**src/phy_tuning_pkg.sv**
```systemverilog
// package for the datapath tuning register bank: offsets, field positions, reset values
// assumes a 32-bit apb slave, one aligned word per register
package phy_tuning_pkg;

   // printed offsets are not all multiples of four: indices, byte address is index * 4
   localparam logic [11:0] IDX_RGMII_LATENCY  = 12'h033;
   localparam logic [11:0] IDX_SERIAL_NEG_STS = 12'h037;
   localparam logic [11:0] IDX_FE_RX_CONFIG   = 12'h043;
   localparam logic [11:0] IDX_TRELLIS_CFG    = 12'h053;
   // own offset for the internal receive status: descrambler recovery and trellis idle mode
   localparam logic [11:0] IDX_FE_RX_STATUS   = 12'h044;

   // rgmii_latency_control fields
   localparam int RL_FIFO_BYPASS_BIT = 4;
   localparam int RL_CLK_DELAY_BIT   = 3;
   localparam int RL_LOW_LAT_BIT     = 2;

   // serial_link_negotiation_status fields
   localparam int NS_PAGE_RX_BIT = 1;
   localparam int NS_DONE_BIT    = 0;

   // fast_ethernet_receive_config fields
   localparam int FE_WDOG_DIS_BIT  = 11;
   localparam int FE_RECOV_MSB     = 10;
   localparam int FE_RECOV_LSB     = 7;
   localparam int FE_FORCE_LINK    = 6;
   localparam int FE_MLT3_BIT      = 5;
   localparam int FE_GAP_BIT       = 4;
   localparam int FE_SCR_OFF_BIT   = 2;
   localparam int FE_ODD_NIB_BIT   = 1;
   localparam int FE_EARLY_RXV_BIT = 0;

   // trellis_detector_config fields
   localparam int TD_THR_MSB = 3;
   localparam int TD_THR_LSB = 0;

   // reset values
   localparam logic [3:0]  RST_RECOVERY_TIME = 4'hF;
   localparam logic        RST_MLT3_ENH      = 1'b1;
   localparam logic [3:0]  RST_IDLE_THRESH   = 4'h5;
   localparam logic [11:0] TD_FIXED_UPPER    = 12'h205;

   // timing
   localparam int CLK_HZ            = 50_000_000;
   localparam int WATCHDOG_US       = 1500;
   localparam int WATCHDOG_CYCLES   = (WATCHDOG_US * (CLK_HZ / 1_000_000));
   localparam int MS_US             = 1000;
   localparam int MS_CYCLES         = (MS_US * (CLK_HZ / 1_000_000));

   typedef struct packed {
      logic       fifo_bypass;
      logic       bypass_clk_delay;
      logic       low_latency;
      logic       watchdog_disable;
      logic [3:0] recovery_time;
      logic       force_link;
      logic       mlt3_enh;
      logic       gap_enh;
      logic       scrambler_off;
      logic       odd_nibble;
      logic       early_rxv;
      logic [3:0] idle_thresh;
   } tuning_cfg_s;

   typedef enum logic [2:0] {
      RX_IDLE    = 3'b001,
      RX_FRAME   = 3'b010,
      RX_RECOVER = 3'b100
   } rx_guard_e;

endpackage : phy_tuning_pkg
```
**src/phy_datapath_tuning_regs.sv**
```systemverilog
// apb register bank for rgmii latency, sgmii negotiation status, 100 mb/s receive options
// and the trellis idle detector; also hosts the descrambler watchdog and idle counter
// assumes apb master in pclk domain; datapath symbol strobes synchronous to pclk
//
// Contract
// - bypass bit set routes receive data around the async fifo
// - clock delay bypass bit set bypasses the receive clock delay at 10/100
// - low latency bit set enables the 10/100 low latency path
// - page received status bit reads 1 once a page arrived
// - negotiation done status bit reads 1 when negotiation finished
// - negotiation status bits 15:2 ignore writes and read zero
// - watchdog clear aborts packets longer than 1.5 ms; set disables it
// - recovery time field in ms after descrambler unlock, resets to 1111
// - force link bit set forces good 100 mb/s link indication
// - enhanced three level detect resets to 1, writable
// - enhanced gap detect enables when set, resets to 0
// - scrambler off bit set disables the 100 mb/s scrambler
// - odd nibble bit set enables odd nibble detection
// - early receive valid bit set asserts receive valid early
// - idle mode entered after consecutive idles reach the threshold, default 5
module phy_datapath_tuning_regs #(
   parameter int WATCHDOG_CYCLES = phy_tuning_pkg::WATCHDOG_CYCLES,
   parameter int MS_CYCLES       = phy_tuning_pkg::MS_CYCLES
) (
   input  wire logic        pclk,
   input  wire logic        presetn,
   input  wire logic        psel,
   input  wire logic        penable,
   input  wire logic        pwrite,
   input  wire logic [31:0] paddr,
   input  wire logic [31:0] pwdata,
   input  wire logic [3:0]  pstrb,
   output logic      [31:0] prdata,
   output logic             pready,
   output logic             pslverr,
   input  wire logic        sgmii_page_rx,
   input  wire logic        sgmii_neg_done,
   input  wire logic        rx_symbol_valid,
   input  wire logic        rx_symbol_idle,
   input  wire logic        rx_packet_active,
   input  wire logic        descrambler_locked,
   output logic             receive_fifo_bypass_enable,
   output logic             bypass_receive_clock_delay_enable,
   output logic             low_latency_enable,
   output logic             force_link_good,
   output logic             enhanced_three_level_detect_enable,
   output logic             enhanced_gap_detect_enable,
   output logic             scrambler_off,
   output logic             odd_nibble_detect_enable,
   output logic             early_receive_valid_enable,
   output logic             rx_packet_abort,
   output logic             rx_recovering,
   output logic             idle_mode
);

   phy_tuning_pkg::tuning_cfg_s cfg_q, cfg_d;
   logic        page_q, page_d, done_q, done_d;
   logic [31:0] prdata_q, prdata_d;
   logic        slverr_q, slverr_d;
   logic        access, wr, lo_en;
   logic [11:0] idx;
   logic        hit;
   logic [15:0] rd_word;

   assign access = psel & penable;
   assign wr     = access & pwrite;
   assign idx    = paddr[13:2];
   assign lo_en  = pstrb[0];
   assign pready = 1'b1;

   // read mux; reserved fields give their fixed value
   always_comb begin
      rd_word = 16'h0000;
      hit     = 1'b1;
      case (idx)
         phy_tuning_pkg::IDX_RGMII_LATENCY: begin
            rd_word[phy_tuning_pkg::RL_FIFO_BYPASS_BIT] = cfg_q.fifo_bypass;
            rd_word[phy_tuning_pkg::RL_CLK_DELAY_BIT]   = cfg_q.bypass_clk_delay;
            rd_word[phy_tuning_pkg::RL_LOW_LAT_BIT]     = cfg_q.low_latency;
         end
         phy_tuning_pkg::IDX_SERIAL_NEG_STS: begin
            rd_word[phy_tuning_pkg::NS_PAGE_RX_BIT] = page_q;
            rd_word[phy_tuning_pkg::NS_DONE_BIT]    = done_q;
         end
         phy_tuning_pkg::IDX_FE_RX_CONFIG: begin
            rd_word[phy_tuning_pkg::FE_WDOG_DIS_BIT] = cfg_q.watchdog_disable;
            rd_word[phy_tuning_pkg::FE_RECOV_MSB:phy_tuning_pkg::FE_RECOV_LSB] = cfg_q.recovery_time;
            rd_word[phy_tuning_pkg::FE_FORCE_LINK]    = cfg_q.force_link;
            rd_word[phy_tuning_pkg::FE_MLT3_BIT]      = cfg_q.mlt3_enh;
            rd_word[phy_tuning_pkg::FE_GAP_BIT]       = cfg_q.gap_enh;
            rd_word[phy_tuning_pkg::FE_SCR_OFF_BIT]   = cfg_q.scrambler_off;
            rd_word[phy_tuning_pkg::FE_ODD_NIB_BIT]   = cfg_q.odd_nibble;
            rd_word[phy_tuning_pkg::FE_EARLY_RXV_BIT] = cfg_q.early_rxv;
         end
         phy_tuning_pkg::IDX_FE_RX_STATUS: begin
            rd_word[1] = rx_recovering;
            rd_word[0] = idle_mode;
         end
         phy_tuning_pkg::IDX_TRELLIS_CFG: begin
            rd_word = {phy_tuning_pkg::TD_FIXED_UPPER, cfg_q.idle_thresh};
         end
         default: begin
            hit = 1'b0;
         end
      endcase
   end

   // register writes; upper byte lane needed only for the watchdog disable bit and the recovery field msbs
   always_comb begin
      cfg_d    = cfg_q;
      prdata_d = prdata_q;
      slverr_d = 1'b0;
      if (access) begin
         slverr_d = ~hit;
         if (!pwrite) begin
            prdata_d = {16'h0000, rd_word};
         end
      end
      if (wr && hit) begin
         case (idx)
            phy_tuning_pkg::IDX_RGMII_LATENCY: begin
               if (lo_en) begin
                  cfg_d.fifo_bypass      = pwdata[phy_tuning_pkg::RL_FIFO_BYPASS_BIT];
                  cfg_d.bypass_clk_delay = pwdata[phy_tuning_pkg::RL_CLK_DELAY_BIT];
                  cfg_d.low_latency      = pwdata[phy_tuning_pkg::RL_LOW_LAT_BIT];
               end
            end
            phy_tuning_pkg::IDX_FE_RX_CONFIG: begin
               if (pstrb[1]) begin
                  cfg_d.watchdog_disable = pwdata[phy_tuning_pkg::FE_WDOG_DIS_BIT];
                  cfg_d.recovery_time[3:1] = pwdata[phy_tuning_pkg::FE_RECOV_MSB:8];
               end
               if (lo_en) begin
                  cfg_d.recovery_time[0] = pwdata[phy_tuning_pkg::FE_RECOV_LSB];
                  cfg_d.force_link    = pwdata[phy_tuning_pkg::FE_FORCE_LINK];
                  cfg_d.mlt3_enh      = pwdata[phy_tuning_pkg::FE_MLT3_BIT];
                  cfg_d.gap_enh       = pwdata[phy_tuning_pkg::FE_GAP_BIT];
                  cfg_d.scrambler_off = pwdata[phy_tuning_pkg::FE_SCR_OFF_BIT];
                  cfg_d.odd_nibble    = pwdata[phy_tuning_pkg::FE_ODD_NIB_BIT];
                  cfg_d.early_rxv     = pwdata[phy_tuning_pkg::FE_EARLY_RXV_BIT];
               end
            end
            phy_tuning_pkg::IDX_TRELLIS_CFG: begin
               if (lo_en) begin
                  cfg_d.idle_thresh = pwdata[phy_tuning_pkg::TD_THR_MSB:phy_tuning_pkg::TD_THR_LSB];
               end
            end
            default: begin
               // status registers: writes ignored
               cfg_d = cfg_q;
            end
         endcase
      end
   end

   // negotiation status follows the serial link
   always_comb begin
      page_d = sgmii_page_rx;
      done_d = sgmii_neg_done;
   end

   always_ff @(posedge pclk or negedge presetn) begin
      if (!presetn) begin
         cfg_q                  <= '0;
         cfg_q.recovery_time    <= phy_tuning_pkg::RST_RECOVERY_TIME;
         cfg_q.mlt3_enh         <= phy_tuning_pkg::RST_MLT3_ENH;
         cfg_q.idle_thresh      <= phy_tuning_pkg::RST_IDLE_THRESH;
         page_q                 <= 1'b0;
         done_q                 <= 1'b0;
         prdata_q               <= 32'h0000_0000;
         slverr_q               <= 1'b0;
      end else begin
         cfg_q    <= cfg_d;
         page_q   <= page_d;
         done_q   <= done_d;
         prdata_q <= prdata_d;
         slverr_q <= slverr_d;
      end
   end

   // zero wait state: read data is combinational from the mux at the access edge
   assign prdata  = access ? {16'h0000, rd_word} : prdata_q;
   assign pslverr = access & ~hit;

   assign receive_fifo_bypass_enable         = cfg_q.fifo_bypass;
   assign bypass_receive_clock_delay_enable  = cfg_q.bypass_clk_delay;
   assign low_latency_enable                 = cfg_q.low_latency;
   assign force_link_good                    = cfg_q.force_link;
   assign enhanced_three_level_detect_enable = cfg_q.mlt3_enh;
   assign enhanced_gap_detect_enable         = cfg_q.gap_enh;
   assign scrambler_off                      = cfg_q.scrambler_off;
   assign odd_nibble_detect_enable           = cfg_q.odd_nibble;
   assign early_receive_valid_enable         = cfg_q.early_rxv;

   // descrambler watchdog and unlock recovery
   phy_tuning_pkg::rx_guard_e state_q, state_d;
   logic [31:0] wd_q, wd_d;
   logic [31:0] ms_q, ms_d;
   logic [3:0]  rec_q, rec_d;
   logic        abort_q, abort_d;

   always_comb begin
      state_d = state_q;
      wd_d    = wd_q;
      ms_d    = ms_q;
      rec_d   = rec_q;
      abort_d = 1'b0;
      case (state_q)
         phy_tuning_pkg::RX_IDLE: begin
            wd_d = 32'h0000_0000;
            if (!descrambler_locked) begin
               state_d = phy_tuning_pkg::RX_RECOVER;
               ms_d    = 32'h0000_0000;
               rec_d   = cfg_q.recovery_time;
            end else if (rx_packet_active) begin
               state_d = phy_tuning_pkg::RX_FRAME;
            end
         end
         phy_tuning_pkg::RX_FRAME: begin
            wd_d = wd_q + 32'h0000_0001;
            if (!rx_packet_active) begin
               state_d = phy_tuning_pkg::RX_IDLE;
            end else if (!cfg_q.watchdog_disable && wd_q >= 32'(WATCHDOG_CYCLES - 1)) begin
               abort_d = 1'b1;
               state_d = phy_tuning_pkg::RX_RECOVER;
               ms_d    = 32'h0000_0000;
               rec_d   = cfg_q.recovery_time;
            end
         end
         phy_tuning_pkg::RX_RECOVER: begin
            if (rec_q == 4'h0) begin
               if (descrambler_locked) begin
                  state_d = phy_tuning_pkg::RX_IDLE;
               end
            end else if (ms_q >= 32'(MS_CYCLES - 1)) begin
               ms_d  = 32'h0000_0000;
               rec_d = rec_q - 4'h1;
            end else begin
               ms_d = ms_q + 32'h0000_0001;
            end
         end
         default: begin
            state_d = phy_tuning_pkg::RX_IDLE;
         end
      endcase
   end

   always_ff @(posedge pclk or negedge presetn) begin
      if (!presetn) begin
         state_q <= phy_tuning_pkg::RX_IDLE;
         wd_q    <= 32'h0000_0000;
         ms_q    <= 32'h0000_0000;
         rec_q   <= 4'h0;
         abort_q <= 1'b0;
      end else begin
         state_q <= state_d;
         wd_q    <= wd_d;
         ms_q    <= ms_d;
         rec_q   <= rec_d;
         abort_q <= abort_d;
      end
   end

   assign rx_packet_abort = abort_q;
   assign rx_recovering   = (state_q == phy_tuning_pkg::RX_RECOVER);

   // trellis idle detector: consecutive idle symbols
   logic [3:0] idle_cnt_q, idle_cnt_d;
   logic       idle_q, idle_d;

   always_comb begin
      idle_cnt_d = idle_cnt_q;
      idle_d     = idle_q;
      if (rx_symbol_valid) begin
         if (!rx_symbol_idle) begin
            idle_cnt_d = 4'h0;
            idle_d     = 1'b0;
         end else if (idle_cnt_q < cfg_q.idle_thresh) begin
            idle_cnt_d = idle_cnt_q + 4'h1;
            idle_d     = (idle_cnt_q + 4'h1) >= cfg_q.idle_thresh;
         end else begin
            idle_d = 1'b1;
         end
      end
   end

   always_ff @(posedge pclk or negedge presetn) begin
      if (!presetn) begin
         idle_cnt_q <= 4'h0;
         idle_q     <= 1'b0;
      end else begin
         idle_cnt_q <= idle_cnt_d;
         idle_q     <= idle_d;
      end
   end

   assign idle_mode = idle_q;

endmodule : phy_datapath_tuning_regs

```
**config.mk**
```make
export PLATFORM = sky130hd
export DESIGN_NAME = phy_datapath_tuning_regs
export DESIGN_NICKNAME = d
export VERILOG_FILES = /design/src/phy_tuning_pkg.sv /design/src/phy_datapath_tuning_regs.sv
export SDC_FILE = /design/constraint.sdc
export NUM_CORES = 1
export LEC_CHECK = 0
export ABC_CLOCK_PERIOD_IN_PS = 4340
export BUFFER_PORTS_ARGS = -buffer_cell sky130_fd_sc_hd__buf_2
export CAP_MARGIN = 20
export CORE_AREA = 2 2 103 105
export DETAILED_ROUTE_END_ITERATION = 10
export DIE_AREA = 0 0 105 107
export PLACE_DENSITY_LB_ADDON = 0.05
export RECOVER_POWER = 25
export SLEW_MARGIN = 20
export SYNTH_ARGS = -nofsm -noshare
export SYNTH_HDL_FRONTEND = slang
export SYNTH_SLANG_ARGS = --single-unit
```
**constraint.sdc**
```tcl
create_clock -name pclk -period 4.34 [get_ports pclk]
set_input_delay 0.217 -clock pclk [delete_from_list [all_inputs] [get_ports pclk]]
set_output_delay 0.217 -clock pclk [all_outputs]
set_load 0.03 [all_outputs]
```
* Word-level counts from Yosys, hierarchy flattened *
Index checks and enable logic that the tools add are counted.

operators by class
  add/sub/neg operators = 4
  $lt $le $gt $ge = 4
  eq/ne operators = 18
  muxes and demuxes = 35
  bitwise logic cells = 5
  reductions and logical operators = 16

operator list
  cell                     count
  $mux W32                 5
  $pmux W32 S3             1
  $add A32 B1 Y32 const B  2
  $pmux W32 S2             1
  $eq A12 B7 Y1 const B    3
  $ge A32 B16 Y1 const B   1
  $ge A32 B17 Y1 const B   1
  $mux W4                  7
  $eq A12 B6 Y1 const B    2
  $mux W3                  6
  $mux W16                 1
  $pmux W7 S2              1
  $pmux W4 S3              1
  $reduce_and A3 Y1        4
  $ne A2 B2 Y1 const B     5
  $pmux W3 S3              1
  $pmux W2 S4              1
  $mux W1                  6
  $ne A2 B1 Y1 const B     3
  $ne A3 B3 Y1 const B     2
  $pmux W1 S3              2
  $reduce_and A6 Y1        1
  $reduce_and A5 Y1        1
  $reduce_or A5 Y1         1
  other kinds (18)         23

storage, ports and cells
  register bits after elaboration = 113
  output and inout port bits = 46
  word-level logic and storage cells = 105

* Logic depth before layout (Yosys ltp) *
Gate-level depths: netlist of the first run.

  word-level depth = 5
  gate-level depth with buffers = 10
  depth with buffers taken out = 8

* Worst setup path before layout of the first run *
No wires, ideal clock.

  path kind = register -> register
  start = register state_q[0]
  end = register ms_q[13]
  library setup time = 0.076 ns
  arrival = 2.189 ns
  setup slack = 2.074 ns
  stages on the path, launching flop included = 10
  cells stage by stage = dfstp_2 -> buf_6 -> or3_1 -> buf_6 -> clkinv_4 -> a222oi_1 -> or4_1 -> buf_2 -> or3_1 -> o21ai_1

between the ends
  longest elaborated chain between the ends = 3
  elaborated cells on any way between the ends = 10
  classes of those cells = eq/ne (7); mux (1); reduce/logical (2)

RTL lines
  element                                                                     RTL line                         text
  from (decl)                                                                 phy_datapath_tuning_regs.sv:196  phy_tuning_pkg::rx_guard_e state_q, state_d;
  from (signal assigned)                                                      phy_datapath_tuning_regs.sv:250  state_q <= phy_tuning_pkg::RX_IDLE;
  from (signal assigned)                                                      phy_datapath_tuning_regs.sv:256  state_q <= state_d;
  $eq A3 B3 Y1 (*)                                                            -
  named net rx_recovering                                                     phy_datapath_tuning_regs.sv:52   output logic rx_recovering,
  $ne A2 B2 Y1 (no source line) / $reduce_bool A3 Y1 (equally long branches)  -
  $reduce_and A5 Y1 (no source line)                                          -
  to (signal assigned)                                                        phy_datapath_tuning_regs.sv:258  ms_q <= ms_d;
  to (decl)                                                                   phy_datapath_tuning_regs.sv:198  logic [31:0] ms_q, ms_d;

Mark *: on every way through the listed nets, which the timed path passes. The rest lies on a longest branch.
A chain may end at the register's enable or synchronous reset.

* Worst setup path after layout of the first run *
  start = register state_q[0]
  end = register rec_q[1]

between the ends
  longest elaborated chain between the ends = 3
  elaborated cells on any way between the ends = 11
  classes of those cells = eq/ne (8); mux (1); reduce/logical (2)

RTL lines
  element                                                RTL line                         text
  $eq A3 B3 Y1 (tied with other cells)                   phy_datapath_tuning_regs.sv:208  case (state_q)
  $ne A2 B1 Y1 (no source line) (tied with other cells)  -
  $reduce_and A6 Y1 (no source line)                     -
  to (signal assigned)                                   phy_datapath_tuning_regs.sv:259  rec_q <= rec_d;
  to (decl)                                              phy_datapath_tuning_regs.sv:199  logic [3:0] rec_q, rec_d;

Several ways; a longest one is shown, not always the timed one.

==> impl_metrics.json, run 1 <==
{
  "chipWidth_um": 105,
  "drtPass1Iterations": 4,
  "drc": 0,
  "p_leak_nw": 2.92,
  "powerDensity_nw_per_um2": 360,
  "yosys_warnings": 0,
  "via_count": 4825,
  "clock-root-buffer": "clkbuf_8",
  "core_sq_um": 10100,
  "nNetsFinal": 766,
  "worst_hold_path_type": "in -> reg",
  "violations": "max-capacitance violations, max-slew violations",
  "port_buffers": 62,
  "area_delta_synth_final_pct": 8.83,
  "grt_max_degree": 68,
  "dp_slack_ps": 1410,
  "synth_cell_type_count": 63,
  "maxCapViolCount": 1,
  "report.final.slew_viol_count": 68,
  "tns_ps": 0,
  "routedWlPerCell_um": 15.5,
  "ir_drop_mv": 0.287,
  "wl_um": 12600,
  "final-setup-viol-count": 0,
  "synthArstFlopShare_pct": 100,
  "syn_avg_cell_area_sq_um": 9.37,
  "tritoncts": "yes",
  "tightest_slew_ps": 1660,
  "antenna_found_initial": 0,
  "die_area_sq_um": 11200,
  "hpwlAfterDp_um": 8890,
  "critPathLaunchType": "flop",
  "yosysSeqAreaShare_pct": 47.6,
  "clock_skew_ps": 14.0,
  "required_ps": 4590,
  "netlist_instances": 620,
  "drtAntennaViolNets": 0,
  "n_fill_cell": 920,
  "grt_usage_pct": 23.4,
  "synth_edf_count": 0,
  "synthesis.area_sq_um": 5810,
  "fin_crit_ps": 2940,
  "status": "finished, violations left",
  "io_pins": 125,
  "h-tree-depth": 3,
  "arrival_ps": 3190,
  "overflow": 0,
  "drive_gt1_share_pct": 17.5,
  "rsz0062_at_grt": "no",
  "start_util_pct": 57.6,
  "worst-path-max-fanout": 20,
  "clkTransAtPathRegs_ps": 100,
  "end_kind": "flop",
  "power.total_mw": 2.27,
  "dr.first_iter.drc_count": 259,
  "clockBufferDepth": 2,
  "synth_seq_cells": 110,
  "num_antenna_cells": 0,
  "yosys_most_used_dff": "dfrtp_1",
  "insertion_delay_ps": 390,
  "cts_made_buffers": 9,
  "grt_pass1_wl_um": 21500,
  "final-hold-violation-count": 0,
  "cts_resized": 0,
  "relSlewSlack_pct": -10.9,
  "via_per_inst": 5.91,
  "fin_area_sq_um": 6320,
  "place.gp.congestion": 0.836,
  "max_freq_mhz": 340,
  "dpl-instance-area_sq_um": 6120,
  "postLayoutCoreUtil_pct": 62.6,
  "rows": 37,
  "critPathKind": "reg -> reg",
  "layout_setup_ws_ps": 1400,
  "die_h_um": 107,
  "finalCritPeriodShare_pct": 67.8,
  "grt_pass1_vias": 4730,
  "cts.sinks": 110
}
power breakdown:
group          leakage [nW]  switching, mW  internal (mW)  total [mW]
clock                0.0808          0.347          0.213       0.560
combinational          1.34          0.411          0.175       0.586
sequential             1.50         0.0545           1.07        1.13
total                  2.92          0.812           1.46        2.27
worst paths after layout:
| path | startpoint | end | slack (ps) | cells past startpoint |
|---|---|---|---|---|
| worst max-delay path | state_q[0] | rec_q[1] | 1400 | 6 |
| worst min-delay path | rx_packet_active | state_q[0] | 20 | 2 |
| worst max register to register | state_q[0] | rec_q[1] | 1400 | 6 |
| worst min register to register | prdata_q[10] | prdata_q[10] | 490 | 2 |
| max in group asynchronous | presetn | state_q[0] | 2190 | 3 |
| min in group asynchronous | presetn | prdata_q[7] | 790 | 2 |
cell type report:
cell class / instances / area [sq um] / area share, %
multi-input combinational: 468 / 2780 / 43.9
sequential: 110 / 2760 / 43.7
timing repair buffer: 70 / 377 / 5.96
tap: 136 / 170 / 2.69
clock buffer: 12 / 135 / 2.14
inverter: 16 / 65.1 / 1.03
clock inverter: 4 / 33.8 / 0.534
critical path: stages (launching register included):
cell,delay [ps]
dfstp_2,620
or3_1,300
clkinv_4,150
a222oi_1,550
a221o_1,670
nor2_2,330
mux2i_1,180
cell usage in the layout (no fill, tap or decap), types with 20 or more instances in the layout:
cell     netlist  final
and3_1        20     20
nand2_1       72     72
mux2_2        22     22
nand3_1       48     48
nor2_1        40     40
o21ai_0       75     75
dfrtp_1      102    102
buf_2          6     60
conb_1         2     20
metrics by stage:
step | cells | hold slack [ps]
2_1_floorplan | 638 | -78.6
3_3_place_gp | 796 | 328
3_5_place_dp | 796 | 335
4_1_cts | 815 | 4.18
5_1_grt | 816 | 52.3
6_report | 816 | 17.5
registers in the layout, summed over array words and instances, names as in the netlist, 3 cells and up:
signal,count
ms_q,32
wd_q,32
prdata_q,13
cfg_q,9
idle_cnt_q,4
rec_q,4
state_q,3
logic make-up after synthesis:
group / synth area share [%]
adders and majority gates: 2.59
and+or+nand+nor: 22.6
muxes: 5.47
DFF: 47.6
other: 0.129
AOI/OAI and AO/OA: 15.6
buffers and inverters: 5.77
xor gates and xnor gates: 0.302
Yosys cell counts (4+ instances only):
library cell / count / area, sq um
buf_2: 6 / 30.0
nand2_1: 72 / 270
nand3_1: 48 / 240
inv_1: 14 / 52.6
nand4_1: 15 / 93.8
a41oi_1: 5 / 43.8
mux2_2: 22 / 248
mux2i_1: 7 / 70.1
dfrtp_1: 102 / 2550
buf_1: 4 / 15.0
a31oi_1: 9 / 56.3
o211ai_1: 4 / 30.0
and3_1: 20 / 125
and2_1: 5 / 31.3
nor3_1: 9 / 45.0
buf_4: 20 / 150
nor2_1: 40 / 150
or3_1: 4 / 25.0
nor4_1: 14 / 87.6
dfstp_2: 8 / 210
and4_1: 5 / 43.8
nor2b_1: 4 / 25.0
o21ai_0: 75 / 375
o31ai_1: 12 / 90.1
a21oi_1: 15 / 75.1
nand2b_1: 7 / 43.8
ha_1: 12 / 150
clkbuf_1: 11 / 41.3
routing by layer:
layer / vias up / part of all wire (%) / global-route usage (%)
li1: 2354 / - / -
met1: 2358 / 48 / 31.7
met2: 95 / 47 / 37.8
met3: 18 / 3.3 / 3.65
met4: 0 / 2.0 / 9.24
met5: - / 0 / 0
timing repair:
item	4_1_cts	5_1_grt
endpoints found under the hold margin	63	0
buffers inserted	0	0
hold buffers	3	0
No activity file was read; power rests on OpenSTA's default activity.
==> run 2, diff against run 1 <==
ABC_AREA = 1   (was unset)
ABC_CLOCK_PERIOD_IN_PS = 3100   (was 4340)
CORE_AREA = 2 2 111 113   (was 2 2 103 105)
DIE_AREA = 0 0 113 115   (was 0 0 105 107)
clock period = 3.1 ns   (was 4.34 ns; I/O delays follow)
==> run 2 against run 1 <==
Effect of this change: area after synthesis increased by 12%; critical endpoint is now ms_q[14]; synthesized cell count grew 43%; maximum frequency is 34% higher; first-iteration DRC count grew 43%; the flow finishes with violations (design-rule violations, max-capacitance violations, max-slew violations); clock power rose by 120%; global-route usage up 0.46 points.
==> impl_metrics.json, run 2 <==
{
  "synthesis.area_sq_um": 6520,
  "p_sw_mw": 1.34,
  "tightest_slew_ps": 1560,
  "overflow": 0,
  "cts_made_buffers": 9,
  "dp_cells": 1080,
  "clock-root-buffer": "clkbuf_16",
  "port_buffers": 62,
  "pwr-share-comb_pct": 24.8,
  "cts_resized": 0,
  "via_count": 5766,
  "nNetsFinal": 1040,
  "netlist_instances": 884,
  "grt_max_degree": 64,
  "rsz0062_at_grt": "no",
  "grt_pass1_vias": 5543,
  "top_regs": "ms_q x32, wd_q x32, prdata_q x13",
  "yosysSeqAreaShare_pct": 42.4,
  "yosys_most_used_dff": "dfrtp_1",
  "yosysMostFrequentCell": "nand2_1",
  "drtAntennaViolNets": 0,
  "report.final.slew_viol_count": 63,
  "synthArstFlopShare_pct": 100,
  "powerDensity_nw_per_um2": 509,
  "tritoncts": "yes",
  "dp_slack_ps": 894,
  "synthTopCellsByCount": "213 x nand2_1, 125 x inv_1, 102 x dfrtp_1",
  "num_antenna_cells": 0,
  "final-hold-violation-count": 0,
  "yosys_warnings": 0,
  "fin_crit_ps": 2200,
  "p_leak_nw": 3.39,
  "layout_setup_ws_ps": 896,
  "final_common_cell": "nand2_1",
  "required_ps": 3360,
  "r2r_start": "wd_q[0]",
  "synth_seq_cells": 110,
  "start_util_pct": 55.2,
  "drive_gt1_share_pct": 13.3,
  "grt_pass1_wl_um": 25300,
  "io_pins": 125,
  "syn_avg_cell_area_sq_um": 7.38,
  "worst_hold_path_type": "in -> reg",
  "routedWlPerCell_um": 13.3,
  "power.internal_mw": 2.36,
  "postLayoutCoreUtil_pct": 61.5,
  "die_h_um": 115,
  "synth_area_leaders": "dfrtp_1 39%, nand2_1 12%, inv_1 7.2%, o21ai_0 6.0%, nor2_1 5.5%",
  "maxCapViolCount": 1,
  "clkTransAtPathRegs_ps": 80,
  "h-tree-depth": 3,
  "r2r_setup_slack_ps": 900,
  "max_freq_mhz": 454,
  "clock_skew_ps": 9.90,
  "final-setup-viol-count": 0,
  "endpoint": "ms_q[14]",
  "tns_ps": 0,
  "hpwlAfterDp_um": 10700,
  "critPathKind": "reg -> reg",
  "cts_post_setup_buffers_inserted": 0,
  "arrival_ps": 2460,
  "rows": 40,
  "status": "finished, violations left",
  "p_seq_share_pct": 41.4,
  "finalCritPeriodShare_pct": 71.1,
  "die_area_sq_um": 13000,
  "via_per_inst": 5.24,
  "ir_drop_mv": 0.256,
  "layout_common_cells": "213 x nand2_1, 125 x inv_1, 102 x dfrtp_1",
  "clockBufferDepth": 2,
  "r2r_cells": 15,
  "r2r_end": "ms_q[14]",
  "place.gp.congestion": 0.895,
  "core_sq_um": 11800,
  "relSlewSlack_pct": -4.27,
  "swShare_pct": 36.2,
  "insertion_delay_ps": 360,
  "synth_cell_type_count": 48,
  "drc": 4,
  "drtPass1Iterations": 8,
  "antenna_found_initial": 0,
  "startpoint": "wd_q[0]",
  "synth_top_area_cell": "dfrtp_1",
  "violations": "design-rule violations, max-capacitance violations, max-slew violations",
  "end_kind": "flop",
  "area_delta_synth_final_pct": 11.4,
  "chipWidth_um": 113,
  "final_cells": 1101,
  "worst-path-max-fanout": 31,
  "critPathLaunchType": "flop",
  "synth_top_area_share_pct": 39.1,
  "synth_edf_count": 0,
  "dr.first_iter.drc_count": 371,
  "n_fill_cell": 1075,
  "clockPowerShare_pct": 33.8,
  "wl_um": 14600,
  "cts.sinks": 110,
  "grt_usage_pct": 23.8
}
-- run 2: per-stage QoR --
step                      cell area (sq um)  power, mW  hold slack [ps]
after global routing                   7260       3.89             30.2
after CTS                              7270       3.73             3.51
after detailed placement               6890       2.47              264
after global placement                 6890       2.44              262
final                                  7260       3.70             12.2
after floorplan                        6590       2.34             -141
-- run 2: critical path, stage by stage (launching register included) --
cell and delay, ps:
dfrtp_1 400, ha_1 220, nand2_1 100, nand2_1 70
nand2_1 80, nand2_1 50, nand2_1 50, nand2_1 40
nand2_1 50, nand2_1 70, nand2_1 110, nand2_1 190
nand2_4 350, inv_4 180, nand2_1 90, nand2_1 50
-- run 2: logic make-up after synthesis --
| family | Yosys count | synth area share (%) |
|---|---|---|
| AOI/OAI and AO/OA | 126 | 11.0 |
| DFF | 110 | 42.4 |
| and+or+nand+nor | 446 | 30.1 |
| buffers and inverters | 168 | 11.5 |
| other | 2 | 0.115 |
| adders and majority gates | 12 | 2.30 |
| xor gates and xnor gates | 20 | 2.69 |
-- run 2: layer usage --
metal | global-route usage [%] | share of wire (%) | vias up
li1 | - | - | 2934
met1 | 32.8 | 48 | 2660
met2 | 37.8 | 45 | 148
met3 | 4.01 | 4.4 | 24
met4 | 9.76 | 2.4 | 0
met5 | 0 | 0 | -
-- run 2: what timing repair did --
item,4_1_cts,5_1_grt
hold buffers,5,0
endpoints found under the hold margin,60,0
endpoints found under the setup margin,0,0
-- run 2: cell type report --
class	count	area [sq um]	share of cell area, %
clock buffer	9	225	3.10
clock inverter	7	103	1.41
inverter	131	494	6.80
multi-input combinational	624	3080	42.4
sequential	110	2760	38.0
tap	147	184	2.53
timing repair buffer	73	415	5.72
-- run 2: power by group through the flow --
stage	Clock, mW	Combinational (mW)	Sequential, mW
finish	1.25	0.918	1.53
detailed placement	0	0.912	1.56
floorplan	0	0.785	1.55
global route	1.33	1.03	1.54
global placement	0	0.887	1.56
CTS	1.29	0.918	1.53
-- run 2: worst min-delay path by stage --
stage / to / start / depth (start not counted) / slack [ps]
5_1_grt: cfg_q[12] / pwdata[9] / 3 / 30
6_report: idle_mode / rx_symbol_valid / 2 / 10
4_1_cts: idle_mode / rx_symbol_valid / 2 / 4
3_5_place_dp: page_q / sgmii_page_rx / 1 / 260
2_1_floorplan: bypass_receive_clock_delay_enable / presetn / 0 / -140
3_3_place_gp: done_q / sgmii_neg_done / 1 / 260
==> run 3, diff against run 2 <==
ABC_CLOCK_PERIOD_IN_PS = 2220   (was 3100)
clock period = 2.22 ns   (was 3.1 ns; I/O delays follow)
==> run 3 against run 2 <==
Effect of this change: combinational power rose by 53%; clock power rose by 26%; wire length up 1.7%; via count up 1.2%; highest routed layer unchanged; setup slack got worse by 790 ps; clock skew shrank 1.8 ps; final area is 0.98% higher; largest cell class unchanged; the run ends with design-rule violations left; sequential cell count stayed put.
==> impl_metrics.json, run 3 (synthesis results as in run 2) <==
{
  "dp_slack_ps": 185,
  "port_buffers": 62,
  "final_common_cell": "nand2_1",
  "cts_made_buffers": 9,
  "top_regs": "ms_q x32, wd_q x32, prdata_q x13",
  "seq_area_sq_um": 2760,
  "r2r_setup_slack_ps": 180,
  "p_leak_nw": 3.43,
  "rsz0062_at_grt": "no",
  "worst_hold_path_type": "in -> reg",
  "powerDensity_nw_per_um2": 697,
  "critPathKind": "reg -> out",
  "n_fill_cell": 1102,
  "clock-root-buffer": "clkbuf_16",
  "maxCapViolCount": 0,
  "dp_cells": 1086,
  "wl_um": 14900,
  "arrival_ps": 2000,
  "fin_crit_ps": 2110,
  "final-hold-violation-count": 0,
  "ir_drop_mv": 0.518,
  "tightest_slew_ps": 941,
  "antenna_found_initial": 0,
  "drtAntennaViolNets": 0,
  "endpoint": "prdata[1]",
  "layout_setup_ws_ps": 108,
  "place.gp.congestion": 0.889,
  "dr.first_iter.drc_count": 350,
  "tns_ps": 0,
  "cts.sinks": 110,
  "startpoint": "state_q[1]",
  "area_delta_synth_final_pct": 12.5,
  "relSlewSlack_pct": 37.3,
  "core_sq_um": 11800,
  "min-delay-start": "pwdata[2]",
  "multi_input_area_sq_um": 3090,
  "nNetsFinal": 1052,
  "grt_usage_pct": 24.0,
  "status": "finished, violations left",
  "max_freq_mhz": 473,
  "grt_max_degree": 69,
  "rows": 40,
  "grt_pass1_wl_um": 25300,
  "worstHoldPathCells": 3,
  "io_pins": 125,
  "tritoncts": "yes",
  "die_area_sq_um": 13000,
  "via_per_inst": 5.24,
  "r2r_end": "wd_q[22]",
  "drtPass1Iterations": 8,
  "end_kind": "output port",
  "grt_pass1_vias": 5510,
  "power.total_mw": 5.12,
  "finalCritPeriodShare_pct": 95.2,
  "required_ps": 2110,
  "dpl-instance-area_sq_um": 6950,
  "routedWlPerCell_um": 13.4,
  "worst-path-max-fanout": 9,
  "critPathLaunchType": "flop",
  "hpwlAfterDp_um": 11100,
  "fin_area_sq_um": 7340,
  "start_util_pct": 55.2,
  "via_count": 5837,
  "report.final.slew_viol_count": 0,
  "insertion_delay_ps": 360,
  "clkTransAtPathRegs_ps": 70,
  "drive_gt1_share_pct": 14.0,
  "num_antenna_cells": 0,
  "clock_skew_ps": 8.06,
  "drc": 4,
  "final-setup-viol-count": 0,
  "r2r_cells": 8,
  "h-tree-depth": 3,
  "r2r_start": "wd_q[1]",
  "final_cells": 1113,
  "violations": "design-rule violations",
  "layout_common_cells": "212 x nand2_1, 125 x inv_1, 102 x dfrtp_1",
  "clockBufferDepth": 2,
  "chipWidth_um": 113,
  "overflow": 0,
  "die_h_um": 115
}
==> run 3: per-layer routing <==
metal	part of all wire, %	global-route usage, %	vias to the layer above
met5	0	0	-
met2	45	38.1	144
met4	2.0	9.11	0
met3	4.7	4.90	19
met1	48	32.7	2716
li1	-	-	2958
==> run 3: power by group <==
group	internal, mW	switching (mW)	total [mW]	leakage [nW]
Clock	0.826	0.745	1.57	0.135
Combinational	0.401	1.00	1.40	1.79
Sequential	2.08	0.0626	2.14	1.50
==> run 3: metrics by stage <==
stage	hold WS (ps)	util (%)
2_1_floorplan	-185	-
5_1_grt	22.0	62.1
3_5_place_dp	-35.3	58.8
6_report	17.4	62.1
3_3_place_gp	-32.6	58.8
4_1_cts	6.94	62.1
==> run 3: cell type report <==
class                   instances  share of cell area [%]
flip-flops and latches        110                    37.7
inverters                     131                    6.74
repair buffers                 85                    7.08
clock buffers                  12                    3.50
well taps                     147                    2.51
multi-input cells             624                    42.1
clock inverters                 4                   0.392
==> run 3: worst min path at each step <==
stage                                                   end  slack, ps
final                                              cfg_q[2]         20
after detailed placement                           ms_q[23]        -40
after floorplan           bypass_receive_clock_delay_enable       -180
after global placement                             ms_q[22]        -30
after global routing                               cfg_q[3]         20
after CTS                                          cfg_q[2]          7
==> run 3: worst max-delay path, cell delays in order (launching register included) <==
cell and delay [ps]:
dfrtp_1 440, nor3_4 220, inv_2 90, buf_4 180
o22ai_1 160, nor2_1 80, o21ai_0 230, buf_2 250
==> run 3: repair_timing <==
item | in CTS | in global routing
setup buffers | 0 | 1
hold buffers | 10 | 0
resized for setup | 0 | 2
hold endpoints to repair | 112 | 0
setup endpoints to repair | 0 | 28
